### src/qtx_pkg.sv
package qtx_pkg;
  // APB register map, word aligned byte addresses.
  localparam logic [7:0] ADDR_CTRL   = 8'h00;
  localparam logic [7:0] ADDR_STATUS = 8'h04;

  // Control register field positions.
  localparam int CTRL_ENC_EN    = 0;
  localparam int CTRL_SELFTEST  = 1;
  localparam int CTRL_LOOPBACK  = 2;
  localparam int CTRL_DRV_LO    = 3;
  localparam int CTRL_RATE      = 5;
  localparam int CTRL_SPD_LO    = 6;
  localparam int CTRL_CODE_SET  = 8;
  localparam int CTRL_ALIGN_RST = 9;
  localparam int CTRL_RX_REFCLK = 10;
  localparam int CTRL_WIDTH     = 11;
  localparam logic [10:0] CTRL_RESET = 11'h201;

  // Status register field positions.
  localparam int STAT_ALIGN_ERR = 0;
  localparam int STAT_WS_ACTIVE = 1;
  localparam int STAT_SELFTEST  = 2;
  localparam int STAT_DISPARITY = 3;
  localparam int STAT_POWERED   = 4;
  localparam int STAT_CFG_BAD   = 5;
  localparam int STAT_MULT_LO   = 8;

  // Speed range encodings.
  localparam logic [1:0] SPD_LOW  = 2'h0;
  localparam logic [1:0] SPD_MID  = 2'h1;
  localparam logic [1:0] SPD_HIGH = 2'h2;

  // Clock multiplication factors for the two reference rates.
  localparam logic [4:0] MULT_FULL = 5'h0A;
  localparam logic [4:0] MULT_HALF = 5'h14;

  // Character timing in bit clocks.
  localparam logic [3:0] BIT_LAST  = 4'h9;
  localparam logic [3:0] TAKE_PRE  = 4'h7;
  localparam logic [3:0] TAKE_PT   = 4'h8;
  localparam logic [3:0] ENC_PT    = 4'h9;
  localparam logic [3:0] CLK_HALF  = 4'h5;

  // Transmit control codes.
  localparam logic [1:0] CT_DATA = 2'h0;
  localparam logic [1:0] CT_FILL = 2'h1;
  localparam logic [1:0] CT_SPEC = 2'h2;
  localparam logic [1:0] CT_SYNC = 2'h3;

  // Character constants.
  localparam logic [7:0] K28_5       = 8'hBC;
  localparam logic [3:0] WS_REST     = 4'hF;
  localparam logic [8:0] LFSR_SEED   = 9'h1FF;
  localparam logic [9:0] VIOL_RD_NEG = 10'h2F8;
  localparam logic [9:0] VIOL_RD_POS = 10'h107;
  localparam logic [3:0] SET1_COUNT  = 4'hC;
endpackage

### src/qtx_encoder.sv
`timescale 1ns/1ps
// Registered 8B/10B encoder with bypass and violation insertion.
module qtx_encoder (
  // Clock and reset.
  input  wire logic       pclk,
  input  wire logic       presetn,
  // Character in.
  input  wire logic       load,
  input  wire logic [7:0] data,
  input  wire logic       is_k,
  input  wire logic       viol,
  input  wire logic       bypass,
  input  wire logic [9:0] raw,
  // Code out, bit 0 is a and bit 9 is j.
  output logic      [9:0] code,
  output logic            rd
);

  // Six bit sub-block for negative disparity, a in the top bit.
  function automatic logic [5:0] tab6(input logic [4:0] x);
    case (x)
      5'h00: tab6 = 6'h27;  5'h01: tab6 = 6'h1D;  5'h02: tab6 = 6'h2D;
      5'h03: tab6 = 6'h31;  5'h04: tab6 = 6'h35;  5'h05: tab6 = 6'h29;
      5'h06: tab6 = 6'h19;  5'h07: tab6 = 6'h38;  5'h08: tab6 = 6'h39;
      5'h09: tab6 = 6'h25;  5'h0A: tab6 = 6'h15;  5'h0B: tab6 = 6'h34;
      5'h0C: tab6 = 6'h0D;  5'h0D: tab6 = 6'h2C;  5'h0E: tab6 = 6'h1C;
      5'h0F: tab6 = 6'h17;  5'h10: tab6 = 6'h1B;  5'h11: tab6 = 6'h23;
      5'h12: tab6 = 6'h13;  5'h13: tab6 = 6'h32;  5'h14: tab6 = 6'h0B;
      5'h15: tab6 = 6'h2A;  5'h16: tab6 = 6'h1A;  5'h17: tab6 = 6'h3A;
      5'h18: tab6 = 6'h33;  5'h19: tab6 = 6'h26;  5'h1A: tab6 = 6'h16;
      5'h1B: tab6 = 6'h36;  5'h1C: tab6 = 6'h0E;  5'h1D: tab6 = 6'h2E;
      5'h1E: tab6 = 6'h1E;  default: tab6 = 6'h2B;
    endcase
  endfunction

  // Four bit sub-block for negative disparity, f in the top bit.
  function automatic logic [3:0] tab4(input logic [2:0] y);
    case (y)
      3'h0: tab4 = 4'hB;  3'h1: tab4 = 4'h9;  3'h2: tab4 = 4'h5;
      3'h3: tab4 = 4'hC;  3'h4: tab4 = 4'hD;  3'h5: tab4 = 4'hA;
      3'h6: tab4 = 4'h6;  default: tab4 = 4'hE;
    endcase
  endfunction

  logic [4:0] x;
  logic [2:0] y;
  logic       k28;
  logic       k_ok;
  logic [5:0] v6;
  logic [3:0] v4;
  logic       rd_mid;
  logic       alt7;
  logic [9:0] next_code;
  logic       next_rd;

  // Data or special rules pick the sub-blocks; disparity picks the variant.
  always_comb begin
    x = data[4:0];
    y = data[7:5];
    k28 = is_k && (x == 5'h1C);
    k_ok = k28 || ((y == 3'h7) &&
           (x == 5'h17 || x == 5'h1B || x == 5'h1D || x == 5'h1E));
    v6 = k28 ? 6'h0F : tab6(x);
    if (rd && (($countones(v6) != 3) || (x == 5'h07 && !k28))) begin
      v6 = ~v6;
    end
    rd_mid = ($countones(v6) != 3) ? ~rd : rd;
    alt7 = (y == 3'h7) && (is_k || (!rd_mid && (x == 5'h11 || x == 5'h12 || x == 5'h14)) ||
           (rd_mid && (x == 5'h0B || x == 5'h0D || x == 5'h0E)));
    v4 = alt7 ? 4'h7 : tab4(y);
    if (rd_mid ? (($countones(v4) != 2) || y == 3'h3)
               : (k28 && ($countones(v4) == 2) && y != 3'h3)) begin
      v4 = ~v4;
    end
    next_code = {v4[0], v4[1], v4[2], v4[3],
                 v6[0], v6[1], v6[2], v6[3], v6[4], v6[5]};
    next_rd = ($countones(v4) != 2) ? ~rd_mid : rd_mid;
    if (bypass) begin
      next_code = raw;
      next_rd = rd;
    end else if (viol || (is_k && !k_ok)) begin
      next_code = rd ? qtx_pkg::VIOL_RD_POS : qtx_pkg::VIOL_RD_NEG;
      next_rd = rd;
    end
  end

  // Code and running disparity update once per character.
  always_ff @(posedge pclk or negedge presetn) begin
    if (!presetn) begin
      code <= 10'h000;
      rd <= 1'b0;
    end else if (load) begin
      code <= next_code;
      rd <= next_rd;
    end
  end

  // A freshly encoded character is always near balanced.
  property p_enc_balance;
    @(posedge pclk) disable iff (!presetn)
    (load && !bypass && !viol && (!is_k || k_ok)) |=>
      ($countones(code) >= 4 && $countones(code) <= 6);
  endproperty
  a_enc_balance: assert property (p_enc_balance)
    else $error("encoded character out of balance");

endmodule

### src/qtx_channel.sv
// The register offsets and the APB slave port were decided locally.
`timescale 1ns/1ps
module qtx_channel (
  // Clock and reset.
  input  wire logic        pclk,
  input  wire logic        presetn,
  // APB slave.
  input  wire logic        psel,
  input  wire logic        penable,
  input  wire logic        pwrite,
  input  wire logic [7:0]  paddr,
  input  wire logic [31:0] pwdata,
  output logic      [31:0] prdata,
  output logic             pready,
  output logic             pslverr,
  // Parallel transmit characters.
  input  wire logic [7:0]  tx_parallel_data_in,
  input  wire logic [1:0]  tx_char_control_in,
  output logic             tx_char_take,
  // Phase-align buffer fault and its flag.
  input  wire logic        align_fault_in,
  output logic             tx_align_error,
  // Serial drivers and loopback path.
  output logic [1:0]       serial_out,
  output logic [1:0]       serial_oe,
  output logic             loopback_out,
  output logic             tx_char_clock_out
);

  logic [qtx_pkg::CTRL_WIDTH-1:0] ctrl;
  logic        encoder_enable_latch;
  logic        tx_selftest_latch;
  logic        local_loopback_enable;
  logic [1:0]  drv_en;
  logic        ref_rate_select;
  logic [1:0]  speed_range_select;
  logic        code_set;
  logic        rx_ref_mode;
  logic        powered;
  logic        cfg_bad;
  logic [4:0]  mult;
  logic [3:0]  bit_cnt;
  logic        take;
  logic [3:0]  ws_left;
  logic        ws_start;
  logic        bist_on;
  logic        bist_pend;
  logic [8:0]  lfsr;
  logic [8:0]  next_lfsr;
  logic        enc_load;
  logic [7:0]  enc_data;
  logic        enc_k;
  logic        enc_viol;
  logic        enc_bypass;
  logic [9:0]  enc_raw;
  logic [9:0]  enc_code;
  logic        enc_rd;
  logic [9:0]  shifter;
  logic        bit_now;
  logic        apb_wr;
  logic        apb_setup;
  logic        align_clr;
  logic [31:0] next_prdata;
  logic        next_slverr;
  logic [8:0]  bist_spec;
  logic [8:0]  host_spec;

  // Special code lookup: set 0 takes the byte as is, set 1 indexes a list.
  function automatic logic [8:0] spec_map(input logic set, input logic [7:0] d);
    logic [3:0] idx;
    idx = d[3:0];
    if (!set) begin
      spec_map = {1'b1, d};
    end else if (d[7:4] != 4'h0 || idx >= qtx_pkg::SET1_COUNT) begin
      spec_map = {1'b0, d};
    end else if (idx < 4'h8) begin
      spec_map = {1'b1, idx[2:0], 5'h1C};
    end else begin
      case (idx[1:0])
        2'h0: spec_map = {1'b1, 8'hF7};
        2'h1: spec_map = {1'b1, 8'hFB};
        2'h2: spec_map = {1'b1, 8'hFD};
        default: spec_map = {1'b1, 8'hFE};
      endcase
    end
  endfunction

  // Control fields.
  assign encoder_enable_latch  = ctrl[qtx_pkg::CTRL_ENC_EN];
  assign tx_selftest_latch     = ctrl[qtx_pkg::CTRL_SELFTEST];
  assign local_loopback_enable = ctrl[qtx_pkg::CTRL_LOOPBACK];
  assign drv_en                = ctrl[qtx_pkg::CTRL_DRV_LO +: 2];
  assign ref_rate_select       = ctrl[qtx_pkg::CTRL_RATE];
  assign speed_range_select    = ctrl[qtx_pkg::CTRL_SPD_LO +: 2];
  assign code_set              = ctrl[qtx_pkg::CTRL_CODE_SET];
  assign rx_ref_mode           = ctrl[qtx_pkg::CTRL_RX_REFCLK];

  // Channel logic runs only while a driver is on; status decoding.
  assign powered = |drv_en;
  assign mult = ref_rate_select ? qtx_pkg::MULT_HALF : qtx_pkg::MULT_FULL;
  assign cfg_bad = (speed_range_select == qtx_pkg::SPD_LOW && ref_rate_select) ||
                   (speed_range_select == 2'h3);
  assign take = powered && (bit_cnt == qtx_pkg::TAKE_PT);
  assign enc_load = powered && (bit_cnt == qtx_pkg::ENC_PT);
  assign bist_on = tx_selftest_latch;

  // Special code lookups for the self-test pattern and for the host byte.
  assign bist_spec = spec_map(1'b1, {4'h0, lfsr[3:0]});
  assign host_spec = spec_map(code_set, tx_parallel_data_in);

  // APB phases and accesses.
  assign apb_setup = psel && !penable;
  assign apb_wr = psel && penable && pready && pwrite;
  assign align_clr = apb_wr && (paddr == qtx_pkg::ADDR_CTRL) &&
                     !pwdata[qtx_pkg::CTRL_ALIGN_RST];

  // Read data and error for the access phase that follows.
  always_comb begin
    next_prdata = 32'h0000_0000;
    next_slverr = 1'b0;
    if (paddr == qtx_pkg::ADDR_CTRL) begin
      next_prdata[qtx_pkg::CTRL_WIDTH-1:0] = ctrl;
    end else if (paddr == qtx_pkg::ADDR_STATUS) begin
      next_prdata[qtx_pkg::STAT_ALIGN_ERR] = tx_align_error;
      next_prdata[qtx_pkg::STAT_WS_ACTIVE] = (ws_left != 4'h0);
      next_prdata[qtx_pkg::STAT_SELFTEST] = bist_on;
      next_prdata[qtx_pkg::STAT_DISPARITY] = enc_rd;
      next_prdata[qtx_pkg::STAT_POWERED] = powered;
      next_prdata[qtx_pkg::STAT_CFG_BAD] = cfg_bad;
      next_prdata[qtx_pkg::STAT_MULT_LO +: 5] = mult;
    end else begin
      next_slverr = 1'b1;
    end
  end

  // APB answer registers: one wait-free access phase per transfer.
  always_ff @(posedge pclk or negedge presetn) begin
    if (!presetn) begin
      pready <= 1'b0;
      prdata <= 32'h0000_0000;
      pslverr <= 1'b0;
    end else begin
      pready <= apb_setup;
      prdata <= (apb_setup && !pwrite) ? next_prdata : 32'h0000_0000;
      pslverr <= apb_setup && next_slverr;
    end
  end

  // Control register; reset turns off self-test and every driver.
  always_ff @(posedge pclk or negedge presetn) begin
    if (!presetn) begin
      ctrl <= qtx_pkg::CTRL_RESET;
    end else if (apb_wr && paddr == qtx_pkg::ADDR_CTRL) begin
      ctrl <= pwdata[qtx_pkg::CTRL_WIDTH-1:0];
    end
  end

  // Align error: set by a fault, cleared by buffer reset or a sync start.
  always_ff @(posedge pclk or negedge presetn) begin
    if (!presetn) begin
      tx_align_error <= 1'b0;
    end else if (align_fault_in) begin
      tx_align_error <= 1'b1;
    end else if (align_clr || ws_start) begin
      tx_align_error <= 1'b0;
    end
  end

  // Bit counter forms the character period; held at zero when powered down.
  always_ff @(posedge pclk or negedge presetn) begin
    if (!presetn) begin
      bit_cnt <= 4'h0;
    end else if (!powered || bit_cnt == qtx_pkg::BIT_LAST) begin
      bit_cnt <= 4'h0;
    end else begin
      bit_cnt <= bit_cnt + 4'h1;
    end
  end

  // Character clock and the sampling strobe for the host.
  always_ff @(posedge pclk or negedge presetn) begin
    if (!presetn) begin
      tx_char_clock_out <= 1'b0;
      tx_char_take <= 1'b0;
    end else begin
      tx_char_clock_out <= powered && (bit_cnt < qtx_pkg::CLK_HALF);
      tx_char_take <= powered && (bit_cnt == qtx_pkg::TAKE_PRE);
    end
  end

  // A sync starts on request or on a pending self-test pass while rx_ref_mode is set, only while no sequence is running.
  always_comb begin
    ws_start = 1'b0;
    if (take && ws_left == 4'h0) begin
      if (bist_on) begin
        ws_start = bist_pend && rx_ref_mode;
      end else if (encoder_enable_latch) begin
        ws_start = (tx_char_control_in == qtx_pkg::CT_SYNC);
      end
    end
  end

  // Remaining characters of the running sync sequence.
  always_ff @(posedge pclk or negedge presetn) begin
    if (!presetn) begin
      ws_left <= 4'h0;
    end else if (ws_start) begin
      ws_left <= qtx_pkg::WS_REST;
    end else if (take && ws_left != 4'h0) begin
      ws_left <= ws_left - 4'h1;
    end
  end

  // Pattern register steps once per self-test character.
  assign next_lfsr = {lfsr[7:0], lfsr[8] ^ lfsr[4]};

  always_ff @(posedge pclk or negedge presetn) begin
    if (!presetn) begin
      lfsr <= qtx_pkg::LFSR_SEED;
      bist_pend <= 1'b0;
    end else if (!bist_on) begin
      lfsr <= qtx_pkg::LFSR_SEED;
      bist_pend <= 1'b1;
    end else if (ws_start) begin
      bist_pend <= 1'b0;
    end else if (take && ws_left == 4'h0 && !tx_align_error) begin
      lfsr <= next_lfsr;
      bist_pend <= (next_lfsr == qtx_pkg::LFSR_SEED);
    end
  end

  // Character choice at each sampling point, by priority.
  always_ff @(posedge pclk or negedge presetn) begin
    if (!presetn) begin
      enc_data <= 8'h00;
      enc_k <= 1'b0;
      enc_viol <= 1'b0;
      enc_bypass <= 1'b0;
      enc_raw <= 10'h000;
    end else if (take) begin
      enc_data <= qtx_pkg::K28_5;
      enc_k <= 1'b1;
      enc_viol <= 1'b0;
      enc_bypass <= 1'b0;
      enc_raw <= {tx_char_control_in, tx_parallel_data_in};
      if (ws_start || ws_left != 4'h0) begin
        enc_k <= 1'b1;
      end else if (tx_align_error) begin
        enc_viol <= 1'b1;
      end else if (bist_on) begin
        enc_k <= lfsr[8];
        enc_data <= lfsr[8] ? bist_spec[7:0] : lfsr[7:0];
        enc_viol <= lfsr[8] && !bist_spec[8];
      end else if (!encoder_enable_latch) begin
        enc_bypass <= 1'b1;
      end else begin
        unique case (tx_char_control_in)
          qtx_pkg::CT_DATA: begin
            enc_k <= 1'b0;
            enc_data <= tx_parallel_data_in;
          end
          qtx_pkg::CT_FILL: enc_data <= qtx_pkg::K28_5;
          qtx_pkg::CT_SPEC: begin
            enc_data <= host_spec[7:0];
            enc_viol <= !host_spec[8];
          end
          qtx_pkg::CT_SYNC: enc_data <= qtx_pkg::K28_5;
        endcase
      end
    end
  end

  qtx_encoder u_enc (
    .pclk    (pclk),
    .presetn (presetn),
    .load    (enc_load),
    .data    (enc_data),
    .is_k    (enc_k),
    .viol    (enc_viol),
    .bypass  (enc_bypass),
    .raw     (enc_raw),
    .code    (enc_code),
    .rd      (enc_rd)
  );

  // Shifter loads each code and sends bit a first.
  assign bit_now = (bit_cnt == 4'h0) ? enc_code[0] : shifter[bit_cnt];

  always_ff @(posedge pclk or negedge presetn) begin
    if (!presetn) begin
      shifter <= 10'h000;
      loopback_out <= 1'b0;
    end else begin
      if (powered && bit_cnt == 4'h0) begin
        shifter <= enc_code;
      end
      loopback_out <= powered && bit_now;
    end
  end

  // Each driver follows its enable; loopback forces a static one.
  for (genvar i = 0; i < 2; i++) begin : g_drv
    always_ff @(posedge pclk or negedge presetn) begin
      if (!presetn) begin
        serial_out[i] <= 1'b0;
        serial_oe[i] <= 1'b0;
      end else begin
        serial_oe[i] <= drv_en[i];
        serial_out[i] <= drv_en[i] && (local_loopback_enable || bit_now);
      end
    end
  end

  // Code bits a and b leave at the first two bit slots.
  property p_lsb_first;
    @(posedge pclk) disable iff (!presetn)
    (powered && bit_cnt == 4'h0 && !local_loopback_enable && drv_en[0]) |=>
      serial_out[0] == $past(enc_code[0]) ##1
      serial_out[0] == ($past(drv_en[0]) && ($past(local_loopback_enable) || $past(shifter[1])));
  endproperty
  a_lsb_first: assert property (p_lsb_first)
    else $error("serial order is not LSB first");

  property p_bypass_raw;
    @(posedge pclk) disable iff (!presetn)
    (take && !encoder_enable_latch && !bist_on && !tx_align_error &&
     ws_left == 4'h0 && !align_fault_in) |=> ##1
      enc_code == {$past(tx_char_control_in, 2), $past(tx_parallel_data_in, 2)};
  endproperty
  a_bypass_raw: assert property (p_bypass_raw)
    else $error("bypass character altered");

  property p_fill;
    @(posedge pclk) disable iff (!presetn)
    (take && encoder_enable_latch && !bist_on && !tx_align_error && ws_left == 4'h0 &&
     tx_char_control_in == qtx_pkg::CT_FILL) |=> enc_k && enc_data == qtx_pkg::K28_5;
  endproperty
  a_fill: assert property (p_fill)
    else $error("fill request did not give K28.5");

  property p_ws_start;
    @(posedge pclk) disable iff (!presetn)
    ws_start |=> ws_left == qtx_pkg::WS_REST && enc_k && enc_data == qtx_pkg::K28_5;
  endproperty
  a_ws_start: assert property (p_ws_start)
    else $error("sync sequence did not start full");

  property p_ws_hold;
    @(posedge pclk) disable iff (!presetn)
    (take && ws_left != 4'h0) |=> enc_k && !enc_viol && !enc_bypass &&
      enc_data == qtx_pkg::K28_5 && ws_left == $past(ws_left) - 4'h1;
  endproperty
  a_ws_hold: assert property (p_ws_hold)
    else $error("sync sequence interrupted");

  property p_err_viol;
    @(posedge pclk) disable iff (!presetn)
    (take && tx_align_error && !ws_start && ws_left == 4'h0) |=> enc_viol;
  endproperty
  a_err_viol: assert property (p_err_viol)
    else $error("align error without violation character");

  property p_bist_ignore;
    @(posedge pclk) disable iff (!presetn)
    (take && bist_on && !lfsr[8] && !ws_start && ws_left == 4'h0 && !tx_align_error) |=>
      !enc_k && !enc_bypass && enc_data == $past(lfsr[7:0]);
  endproperty
  a_bist_ignore: assert property (p_bist_ignore)
    else $error("self-test character taken from inputs");

  property p_loop;
    @(posedge pclk) disable iff (!presetn)
    (local_loopback_enable && drv_en[1]) |=> serial_out[1] && serial_oe[1];
  endproperty
  a_loop: assert property (p_loop)
    else $error("loopback driver not static");

  property p_drv_off;
    @(posedge pclk) disable iff (!presetn)
    (drv_en == 2'h0) |=> (serial_oe == 2'h0) && (serial_out == 2'h0) && !tx_char_take;
  endproperty
  a_drv_off: assert property (p_drv_off)
    else $error("disabled channel still active");

  c_ws_restart: cover property (@(posedge pclk) disable iff (!presetn)
    (take && ws_left == 4'h1) ##[1:20] ws_start);
  c_bist_wrap: cover property (@(posedge pclk) disable iff (!presetn)
    bist_on && take && lfsr == qtx_pkg::LFSR_SEED && ws_left == 4'h0);
  c_err_clear: cover property (@(posedge pclk) disable iff (!presetn)
    tx_align_error ##1 !tx_align_error);

endmodule

### config.mk
export PLATFORM = sky130hd
export DESIGN_NAME = qtx_channel
export DESIGN_NICKNAME = d
export VERILOG_FILES = /design/src/qtx_pkg.sv /design/src/qtx_encoder.sv /design/src/qtx_channel.sv
export SDC_FILE = /design/constraint.sdc
export NUM_CORES = 1
export LEC_CHECK = 0
export ABC_CLOCK_PERIOD_IN_PS = 9100
export BUFFER_PORTS_ARGS = -buffer_cell sky130_fd_sc_hd__buf_2
export CAP_MARGIN = 20
export CORE_UTILIZATION = 30
export CTS_CLUSTER_DIAMETER = 50
export DETAILED_ROUTE_END_ITERATION = 8
export GPL_TIMING_DRIVEN = 0
export PLACE_DENSITY = 0.58
export SYNTH_ARGS = -nofsm -noshare
export SYNTH_HDL_FRONTEND = slang
export SYNTH_SLANG_ARGS = --single-unit
### constraint.sdc
create_clock -name pclk -period 9.1 [get_ports pclk]
set_clock_uncertainty 0.2 [all_clocks]
set_input_delay 1.365 -clock pclk [delete_from_list [all_inputs] [get_ports pclk]]
set_output_delay 1.365 -clock pclk [all_outputs]
set_load 0.02 [all_outputs]
==> results of run 1 <==
==> stage by stage <==
step           std cells  instance area (um^2)  worst slack, ns
2_1_floorplan        613                  5790            0.869
3_3_place_gp         902                  6360           0.0561
3_5_place_dp         903                  6390           0.0129
4_1_cts              919                  6700            0.154
5_1_grt              921                  6730           0.0737
6_report             921                  6730            0.536
==> how the worst min path moves through the flow <==
stage	from	end
floorplan	ctrl[4]	serial_oe[1]
global placement	enc_raw[9]	enc_raw[9]
detailed placement	enc_raw[9]	enc_raw[9]
CTS	enc_raw[9]	enc_raw[9]
global route	u_enc.code[4]	u_enc.code[4]
finish	enc_raw[9]	enc_raw[9]
==> state kept, by name, indices dropped and copies added, names as in the netlist, 2 cells and up <==
signal and flops:
ws_left 4, prdata 13, lfsr 9, bit_cnt 4, shifter 10, u_enc.code 10
enc_data 8, ctrl 11, serial_oe 2, enc_raw 10, serial_out 2
==> Yosys cell counts, types with 2 or more instances <==
| master | instances | area share, % |
|---|---|---|
| buf_2 | 5 | 0.44 |
| dfstp_2 | 11 | 5.1 |
| o21ai_1 | 4 | 0.35 |
| mux2_2 | 21 | 4.1 |
| mux2i_1 | 7 | 1.2 |
| nor3_1 | 12 | 1.0 |
| or3_1 | 2 | 0.22 |
| dfrtp_1 | 83 | 36 |
| and3_1 | 15 | 1.6 |
| clkbuf_1 | 14 | 0.92 |
| nand3_1 | 29 | 2.5 |
| a22oi_1 | 3 | 0.39 |
| o221ai_1 | 4 | 0.61 |
| xnor2_1 | 8 | 1.2 |
| o21ai_0 | 31 | 2.7 |
| nand2b_1 | 9 | 0.98 |
| o21bai_1 | 2 | 0.26 |
| buf_6 | 3 | 0.59 |
| nand3b_1 | 2 | 0.26 |
| o31a_1 | 2 | 0.31 |
| o22a_1 | 3 | 0.46 |
| a21o_1 | 5 | 0.66 |
| nand2_1 | 79 | 5.2 |
| nor2b_1 | 9 | 0.98 |
| a21oi_1 | 33 | 2.9 |
| and2b_1 | 3 | 0.39 |
| nor2_1 | 39 | 2.6 |
| inv_1 | 19 | 1.2 |
| buf_4 | 23 | 3.0 |
| xor2_1 | 3 | 0.46 |
| nand4b_1 | 3 | 0.46 |
| a211oi_1 | 2 | 0.26 |
| o211ai_1 | 9 | 1.2 |
| and2_1 | 2 | 0.22 |
| nand4_1 | 3 | 0.33 |
| fa_1 | 5 | 1.7 |
| nor4_1 | 6 | 0.66 |
| o22ai_1 | 5 | 0.55 |
| ha_1 | 23 | 5.0 |
| mux4_2 | 3 | 1.2 |
| nor3b_1 | 4 | 0.52 |
| a22o_1 | 3 | 0.46 |
| and4bb_1 | 2 | 0.44 |
==> cells by family after synthesis <==
family | after synthesis | share of synthesized area [%]
mux | 32 | 6.74
other cells | 1 | 0.0656
simple gates | 234 | 20.7
flops | 94 | 41.4
xor+xnor | 11 | 1.68
buf+inv | 69 | 7.24
fa+ha+maj | 28 | 6.78
compound gates | 126 | 15.5
==> layer usage <==
layer	wire length [um]	GRT usage (%)	vias up
met2	6240	22.8	81
met5	0	0	-
met1	6780	20.9	2202
met3	421	2.39	10
li1	-	-	2250
met4	107	3.18	0
==> power by group <==
group          internal, uW  switching [uW]
combinational          15.4            26.2
clock                   228             153
sequential              420           0.843
total                   663             180
==> critical path, delay by kind of cell (launching register included) <==
kind,cells,cell delay [ns]
AND/OR/NAND/NOR,7,1.22
multiplexers,4,1.11
AO/OA/AOI/OAI,6,1.24
flip-flops,1,0.46
XOR/XNOR,2,0.37
adder cells (fa/ha/maj),10,3.44
buffers and inverters,2,0.38
==> layout make-up <==
class	instances	share of cell area (%)
clock buffers	13	3.87
inverters	19	1.06
plain buffers	50	5.10
well taps	234	4.35
flip-flops and latches	94	35.2
multi-input cells	450	45.1
clock inverters	3	0.632
repair buffers	58	4.76
==> repair_timing <==
action,in CTS,in global routing
buffers inserted,0,2
pin swaps,0,1
endpoints found under the setup margin,1,1
resized for setup,1,2
==> metrics.md, run 1 <==
| Metric | Value |
|---|---|
| CP Launch Point | `enc_data[1]` |
| Clock sink total | `94` |
| Least-Margin Pin Slew | `0.783 ns` |
| Reg2reg setup slack | `0.54 ns` |
| Crit Path Category | `reg2reg` |
| Starting Density | `30.6%` |
| Fin util | `36.0%` |
| Die Wd | `140 um` |
| Worst hold-check slack | `0.279 ns` |
| Inserted Clock Buffers | `9` |
| Seq/Total Area, Yosys | `41.4%` |
| FMAX | `117 MHz` |
| Clock transition at path regs | `0.07 ns` |
| Sequential cell area | `2370 um^2` |
| Syn avg cell area | `9.61 um^2` |
| Crit path time final | `8.56 ns` |
| CTS tree | `built` |
| Final setup vio count | `0` |
| Crit path to | `u_enc.rd` |
| Worst path max stage delay | `0.51 ns` |
| Fillers | `1887` |
| Pwr Density | `125 nW/um^2` |
| Remaining global-route overflow | `0` |
| Max-slew violations | `0` |
| Largest net degree at the start of global routing | `67` |
| Leak Pwr | `0.00325 uW` |
| FF-to-FF Start | `enc_data[1]` |
| Die height | `140 um` |
| Final Power | `843 uW` |
| Hold path depth | `2` |
| Synth warn | `0` |
| Synth-to-Final Area Change | `17.6%` |
| Most common cell after layout, fill and taps aside | `dfrtp_1` |
| Post-synth top flop | `dfrtp_1` |
| Multi-input gate area | `3030 um^2` |
| Hold buffer count at CTS | `0` |
| Arrival time at the worst endpoint | `8.58 ns` |
| Share of cells above drive strength 1 | `23.0%` |
| Worst-Skew Late Latency | `0.34 ns` |
| Maxcap violations | `0` |
| Slew headroom | `47.2%` |
| Startpoint Class | `flop` |
| Critical path data required time | `9.12 ns` |
| Layout Nets | `766` |
| Root Driver | `clkbuf_16` |
| Final HPWL DP | `10300 um` |
| Crit-path max FO | `7` |
| Critical Path Most Common Cell | `ha_1` |
| DRT Pass-1 Iters | `5` |
| Drt drc | `0` |
| Detailed Route WL | `13500 um` |
| Most frequent cells in the layout | `83 x dfrtp_1, 79 x nand2_1, 59 x buf_2` |
| Number of routed nets with antenna violations | `0` |
| Synthesized area | `5720 um^2` |
| Initial antenna violation count | `0` |
| IO buf count | `55` |
| Row count | `50` |
| Vias per cell | `4.93` |
| Core Box Area | `18700 um^2` |
| First-pass GRT wire length | `22900 um` |
| CP max stage cell | `mux4_2` |
| Drt first-iter violations | `316` |
| Drt wl/cell | `14.7 um` |
| Cells after Synth | `595` |
| VDD IR max | `0.0989 mV` |
| Crit share post-route | `94.1%` |
| Maximum clock path buffer count | `2` |
| Netlist cell types | `85` |
| Outcome | `completed` |
| Number of global-route vias before repair | `4377` |
| # H-tree levels | `3` |
| RSZ-0062 raised after global routing | `false` |
| Final Hold Viols | `0` |
| Io pins | `98` |
| Hold Crit Class | `reg2reg` |
| Number of synthesized flops with an enable pin | `0` |
| Setup TNS | `0 ns` |
| Post-synthesis register bit count | `94` |
| Total Routing Usage GR | `14.5%` |
| Ys async rst share | `100%` |
| RePlAce Congestion | `0.857` |
| DR vias | `4543` |
| Die area | `19600 um^2` |
| Crit. End Element | `flop` |
| R2R cell count | `31` |
| R2r endpoint | `u_enc.rd` |
| Antenna Diode Count | `0` |
Power figures use the tool's default switching activity.
==> run 2, diff against run 1 <==
--- a/config.mk
+++ b/config.mk
@@ -8,11 +8,11 @@
 export ABC_CLOCK_PERIOD_IN_PS = 9100
 export BUFFER_PORTS_ARGS = -buffer_cell sky130_fd_sc_hd__buf_2
 export CAP_MARGIN = 20
-export CORE_UTILIZATION = 30
+export CORE_UTILIZATION = 35
 export CTS_CLUSTER_DIAMETER = 50
 export DETAILED_ROUTE_END_ITERATION = 8
 export GPL_TIMING_DRIVEN = 0
-export PLACE_DENSITY = 0.58
+export PLACE_DENSITY = 0.64
 export SYNTH_ARGS = -nofsm -noshare
 export SYNTH_HDL_FRONTEND = slang
 export SYNTH_SLANG_ARGS = --single-unit
==> run 2 against run 1 <==
Against the previous run: routed wire length fell by 4.3%; fmax barely moved; total power fell by 2.4%; final cell count fell by 2.0%; sequential power barely moved; sequential share of layout area rose by 0.20 points; critical path depth rose by 1; sequential cell count did not move; combinational power barely moved; register-to-register slack barely moved; design area fell by 0.56%; critical path type unchanged; highest routed layer unchanged.
==> metrics.md, run 2 (synthesis results as in run 1) <==
| Metric | Value |
|---|---|
| Outcome | `completed` |
| Sw Share | `22.7% (+1.4 points)` |
| Pwr Density | `123 nW/um^2 (-1.9%)` |
| Hold Crit Class | `reg2reg` |
| Hold path depth | `2 (unchanged)` |
| Worst path top cell family by delay | `adder cells` |
| Critical path data required time | `9.16 ns (+0.04 ns)` |
| Layout Nets | `766 (unchanged)` |
| Max-slew violations | `0 (unchanged)` |
| Maxcap violations | `0 (unchanged)` |
| M2 GR Usage | `24.9% (+2.1 points)` |
| Detailed Route WL | `13000 um (-4.3%)` |
| Leak Pwr | `0.00324 uW (-0.53%)` |
| Final setup vio count | `0 (unchanged)` |
| Die Wd | `130 um (-7.3%)` |
| Final HPWL DP | `9810 um (-4.5%)` |
| CP Buf/Inv Count | `2 (unchanged)` |
| Final instance area | `6690 um^2 (-0.56%)` |
| Psw | `187 uW (+3.8%)` |
| IO buf count | `55 (unchanged)` |
| Clock share of power | `43.9% (-1.3 points)` |
| Worst path max stage delay | `0.51 ns (about the same)` |
| Die height | `130 um (-7.3%)` |
| R2R cell count | `32 (+3.2%)` |
| Total Routing Usage GR | `16.0% (+1.4 points)` |
| First-pass GRT wire length | `21200 um (-7.5%)` |
| Startpoint Class | `flop` |
| Crit path time final | `8.57 ns (+0.00387 ns)` |
| Critical Path Most Common Cell | `ha_1` |
| Share of cells above drive strength 1 | `23.3% (+0.29 points)` |
| Clock sink total | `94 (unchanged)` |
| Met3 GRT Util | `3.32% (+0.93 points)` |
| Crit. path cell count | `32 (+3.2%)` |
| Synth-to-Final Area Change | `16.9%` |
| Slew headroom | `50.7% (+3.4 points)` |
| # H-tree levels | `3 (unchanged)` |
| VDD IR max | `0.0881 mV (-11%)` |
| Vias per cell | `5.01 (+1.5%)` |
| Worst-Skew Late Latency | `0.34 ns (about the same)` |
| DRT Pass-1 Iters | `5 (unchanged)` |
| DR vias | `4522 (-0.46%)` |
| Crit share post-route | `94.2% (about the same)` |
| GRT Max-Usage Layer | `met2` |
| Most frequent cells in the layout | `83 x dfrtp_1, 79 x nand2_1, 59 x buf_2` |
| Sequential Power Share | `51.1% (+1.2 points)` |
| Starting Density | `35.9% (+5.3 points)` |
| Final Power | `823 uW (-2.4%)` |
| Largest registers | `prdata (13), ctrl (11)` |
| Antenna Diode Count | `0 (unchanged)` |
| Least-Margin Pin Slew | `0.736 ns (-0.0471 ns)` |
| Final Hold Viols | `0 (unchanged)` |
| Clock transition at path regs | `0.07 ns (about the same)` |
| Number of routed nets with antenna violations | `0 (unchanged)` |
| GR Util met1 | `23.1% (+2.2 points)` |
| CTS tree | `built` |
| Crit Path Category | `reg2reg` |
| Drt first-iter violations | `256 (-19%)` |
| Io pins | `98 (unchanged)` |
| CP max stage cell | `mux4_2` |
| Maximum clock path buffer count | `2 (unchanged)` |
| Max FFs per register | `13 (unchanged)` |
| Root Driver | `clkbuf_16` |
| Int Pwr | `636 uW (-4.1%)` |
| Drt drc | `0 (unchanged)` |
| Crit. End Element | `flop` |
| Placed cell area | `6360 um^2 (-0.35%)` |
| Remaining global-route overflow | `0 (unchanged)` |
| Row count | `46 (-8.0%)` |
| Core Box Area | `15900 um^2 (-15%)` |
| Most flops, register | `prdata` |
| Initial antenna violation count | `0 (unchanged)` |
| Crit-path max FO | `7 (unchanged)` |
| Most common cell after layout, fill and taps aside | `dfrtp_1` |
| Number of global-route vias before repair | `4087 (-6.6%)` |
| Largest net degree at the start of global routing | `64 (-4.5%)` |
| Arrival time at the worst endpoint | `8.63 ns (+0.05 ns)` |
| Drt wl/cell | `14.3 um (-2.4%)` |
| Die area | `16900 um^2 (-14%)` |
| Fin util | `42.0% (+6.0 points)` |
| RePlAce Congestion | `0.922 (+7.6%)` |
| Inserted Clock Buffers | `9 (unchanged)` |
| Comb pwr share | `5.0% (about the same)` |
| FMAX | `117 MHz (about the same)` |
[run 2: changes by cell type in the layout (fill, tap and decap cells not counted), sizes merged]
cell      before  now
clkbuf        28   27
bufinv         1    0
clkinvlp       1    3
[run 2: tightest hold or removal path, cell delays in order (launching register included)]
cell,delay [ns]
dfrtp_1,0.34
nand2_1,0.05
nand2_1,0.05
[run 2: path summary, 6_finish.rpt]
check / startpoint / slack (ns) / end
max in group asynchronous: presetn / 7.23 / lfsr[7]
worst max register to register: enc_data[1] / 0.53 / u_enc.rd
worst min-delay path: enc_raw[3] / 0.28 / enc_raw[3]
worst max-delay path: enc_data[1] / 0.53 / u_enc.rd
min in group asynchronous: presetn / 0.77 / u_enc.rd
worst min register to register: enc_raw[3] / 0.28 / enc_raw[3]
[run 2: power by group through the flow]
stage          Clock (uW)  Sequential [uW]  Combinational [uW]
2_1_floorplan           0              429                19.8
3_3_place_gp            0              428                39.8
3_5_place_dp            0              428                41.4
4_1_cts               367              420                41.5
5_1_grt               385              420                46.0
6_report              361              420                41.3
[run 2: layout make-up]
class,count,area [um^2]
fillers,1585,9250
multi-input cells,450,3030
flip-flops and latches,94,2370
plain buffers,50,343
repair buffers,58,320
well taps,216,270
clock buffers,12,256
inverters,19,71.3
clock inverters,4,31.3
[run 2: per-stage QoR]
step	hold WS, ns	worst slack (ns)	setup TNS (ns)	instances
2_1_floorplan	0.216	0.869	0	613
3_3_place_gp	0.260	0.127	0	884
3_5_place_dp	0.262	0.0136	0	885
4_1_cts	0.277	0.143	0	901
5_1_grt	0.296	-0.00335	-0.00335	903
6_report	0.276	0.532	0	903
[run 2: per-layer routing]
| layer | part of all wire, % | up-vias | wire length [um] |
|---|---|---|---|
| li1 | - | 2256 | - |
| met1 | 49 | 2167 | 6340 |
| met2 | 47 | 89 | 6050 |
| met3 | 3.6 | 10 | 461 |
| met4 | 0.82 | 0 | 106 |
| met5 | 0 | - | 0 |
[run 2: timing repair]
item / CTS / global route
endpoints found under the setup margin: 1 / 1
pin swaps: 0 / 1
hold endpoints to repair: 0 / 0
buffers inserted: 0 / 2
hold buffers: 0 / 0
resized for setup: 1 / 3
cloned: 0 / 0
==> run 3, diff against run 2 <==
--- a/config.mk
+++ b/config.mk
@@ -8,6 +8,7 @@
 export ABC_CLOCK_PERIOD_IN_PS = 9100
 export BUFFER_PORTS_ARGS = -buffer_cell sky130_fd_sc_hd__buf_2
 export CAP_MARGIN = 20
+export CORE_MARGIN = 2
 export CORE_UTILIZATION = 35
 export CTS_CLUSTER_DIAMETER = 50
 export DETAILED_ROUTE_END_ITERATION = 8
==> run 3 against run 2 <==
Against the previous run: sequential cell count is the same; largest power group unchanged; register-to-register slack gained 0.18 ns; first-iteration DRC count shrank 13%; fmax grew 2.1%; via count shrank 0.71%; non-clock buffer count grew 1; clock power shrank 4%; largest cell class unchanged.
==> metrics.md, run 3 (synthesis results as in run 1) <==
| Metric | Value |
|---|---|
| Number of global-route vias before repair | `4326 (+5.8%)` |
| VDD IR max | `0.0862 mV (-2.1%)` |
| Crit-path max FO | `7 (unchanged)` |
| Met3 wire length | `397 um (-14%)` |
| R2r endpoint | `u_enc.rd` |
| Hold buffer count at CTS | `0 (unchanged)` |
| RePlAce Congestion | `0.903 (-2.0%)` |
| Drt wl/cell | `14.5 um (+1.3%)` |
| Crit. End Element | `flop` |
| Placed cell area | `6360 um^2 (unchanged)` |
| Row count | `46 (unchanged)` |
| Most frequent cells in the layout | `82 x dfrtp_1, 79 x nand2_1, 59 x buf_2` |
| Highest Signal Layer | `met4` |
| Starting Density | `35.9% (unchanged)` |
| Crit share post-route | `92.2% (-2.0 points)` |
| Initial antenna violation count | `0 (unchanged)` |
| Worst hold-check slack | `0.271 ns (-0.00521 ns)` |
| Critical path data required time | `9.11 ns (-0.05 ns)` |
| Crit Path Category | `reg2reg` |
| Number of routed nets with antenna violations | `0 (unchanged)` |
| Worst path max stage delay | `0.52 ns (about the same)` |
| Remaining global-route overflow | `0 (unchanged)` |
| Pwr Density | `121 nW/um^2 (-1.9%)` |
| Core Box Area | `15900 um^2 (unchanged)` |
| Io pins | `98 (unchanged)` |
| CTS tree | `built` |
| Drt first-iter violations | `222 (-13%)` |
| Setup TNS | `0 ns (unchanged)` |
| PnR worst setup slack | `0.712 ns (+0.180 ns)` |
| Slew headroom | `49.5% (-1.1 points)` |
| CP max stage cell | `fa_1` |
| Detailed Route WL | `13100 um (+1.4%)` |
| Die Wd | `132 um (+1.5%)` |
| Most flops, register | `prdata` |
| Total Routing Usage GR | `15.4% (-0.56 points)` |
| Die height | `132 um (+1.5%)` |
| Worst-Skew Late Latency | `0.33 ns (about the same)` |
| Hold Crit Class | `reg2reg` |
| Final Hold Viols | `0 (unchanged)` |
| Final HPWL DP | `10100 um (+3.2%)` |
| R2R cell count | `31 (-3.1%)` |
| Crit path time final | `8.39 ns (-0.180 ns)` |
| Max-slew violations | `0 (unchanged)` |
| # H-tree levels | `3 (unchanged)` |
| Layout Nets | `767 (+0.13%)` |
| Inserted Clock Buffers | `9 (unchanged)` |
| Max FFs per register | `13 (unchanged)` |
| Startpoint Class | `flop` |
| Outcome | `completed` |
| DR vias | `4490 (-0.71%)` |
| CP Launch Point | `enc_data[1]` |
| Crit path to | `u_enc.rd` |
| Final setup vio count | `0 (unchanged)` |
| Pre-CTS setup slack | `-0.0191 ns (-0.0326 ns)` |
| Arrival time at the worst endpoint | `8.40 ns (-0.23 ns)` |
| Root Driver | `clkbuf_16` |
| Reg2reg setup slack | `0.71 ns (+0.18 ns)` |
| Final instance area | `6700 um^2 (+0.15%)` |
| Leak Pwr | `0.00324 uW (+0.15%)` |
| Least-Margin Pin Slew | `0.753 ns (+0.0167 ns)` |
| Synth-to-Final Area Change | `17.1%` |
| Share of cells above drive strength 1 | `23.7% (+0.40 points)` |
| DR WL met2 | `6240 um (+3.2%)` |
| Drt drc | `0 (unchanged)` |
| IO buf count | `55 (unchanged)` |
| Clock transition at path regs | `0.07 ns (about the same)` |
| Maxcap violations | `0 (unchanged)` |
| Die area | `17400 um^2 (+3.1%)` |
| First-pass GRT wire length | `22100 um (+4.5%)` |
| Largest registers | `prdata (13), ctrl (11)` |
| DRT Pass-1 Iters | `4 (-1)` |
| Most common cell after layout, fill and taps aside | `dfrtp_1` |
| M1 WL | `6370 um (+0.46%)` |
| Largest net degree at the start of global routing | `51 (-20%)` |
| Critical Path Most Common Cell | `ha_1` |
| RSZ-0062 raised after global routing | `false` |
| Vias per cell | `4.97 (-0.82%)` |
| Maximum clock path buffer count | `2 (unchanged)` |
| Antenna Diode Count | `0 (unchanged)` |
| FMAX | `119 MHz (+2.1%)` |
| FF-to-FF Start | `enc_data[1]` |
| Clock sink total | `94 (unchanged)` |
| Final Power | `808 uW (-1.8%)` |
run 3: changes by cell type in the layout (fill, tap and decap cells not counted), sizes merged:
cell      before  now
buf           91   92
clkinvlp       3    1
clkbuf        27   26
clkinv         1    4
run 3: what timing repair did:
item	CTS	global route
setup buffers	0	3
hold endpoints to repair	0	0
gates resized for setup	1	6
setup endpoints to repair	1	1
pin swaps	0	2
run 3: layout make-up:
type                    count  area, um^2
flip-flops and latches     94        2370
repair buffers             59         328
inverters                  19        71.3
clock buffers              11         243
plain buffers              50         343
well taps                 216         270
clock inverters             5        35.0
fillers                  1565        9240
multi-input cells         450        3040
run 3: routing by layer:
layer,global-route usage (%),vias to the layer above
met4,3.50,0
met3,2.23,12
li1,-,2256
met5,0,-
met2,25.3,72
met1,21.6,2150
run 3: how the worst min path moves through the flow:
| stage | depth (start not counted) | start | end |
|---|---|---|---|
| 2_1_floorplan | 0 | ctrl[4] | serial_oe[1] |
| 3_3_place_gp | 2 | enc_raw[9] | enc_raw[9] |
| 3_5_place_dp | 1 | u_enc.code[4] | u_enc.code[4] |
| 4_1_cts | 1 | u_enc.code[4] | u_enc.code[4] |
| 5_1_grt | 1 | u_enc.code[4] | u_enc.code[4] |
| 6_report | 1 | u_enc.code[4] | u_enc.code[4] |
run 3: critical path: cells and delay by family, from the launching register on:
family	cells	cell delay, ns
flops	1	0.42
mux	4	1.12
compound gates	6	1.22
buf+inv	2	0.27
xor+xnor	2	0.39
fa+ha+maj	10	3.45
simple gates	7	1.21
run 3: where the power goes:
group          leakage [uW]  total, uW  internal, uW  switching, uW
Clock              0.000135        346           193            154
Sequential          0.00117        421           420           1.11
Combinational       0.00194       41.3          15.4           25.8
Total               0.00324        808           628            181
run 3: through the flow:
step	instances	utilization, %
after global routing	904	42.0
after floorplan	613	-
after global placement	884	39.7
after detailed placement	885	39.9
after CTS	901	41.7
final	904	42.0
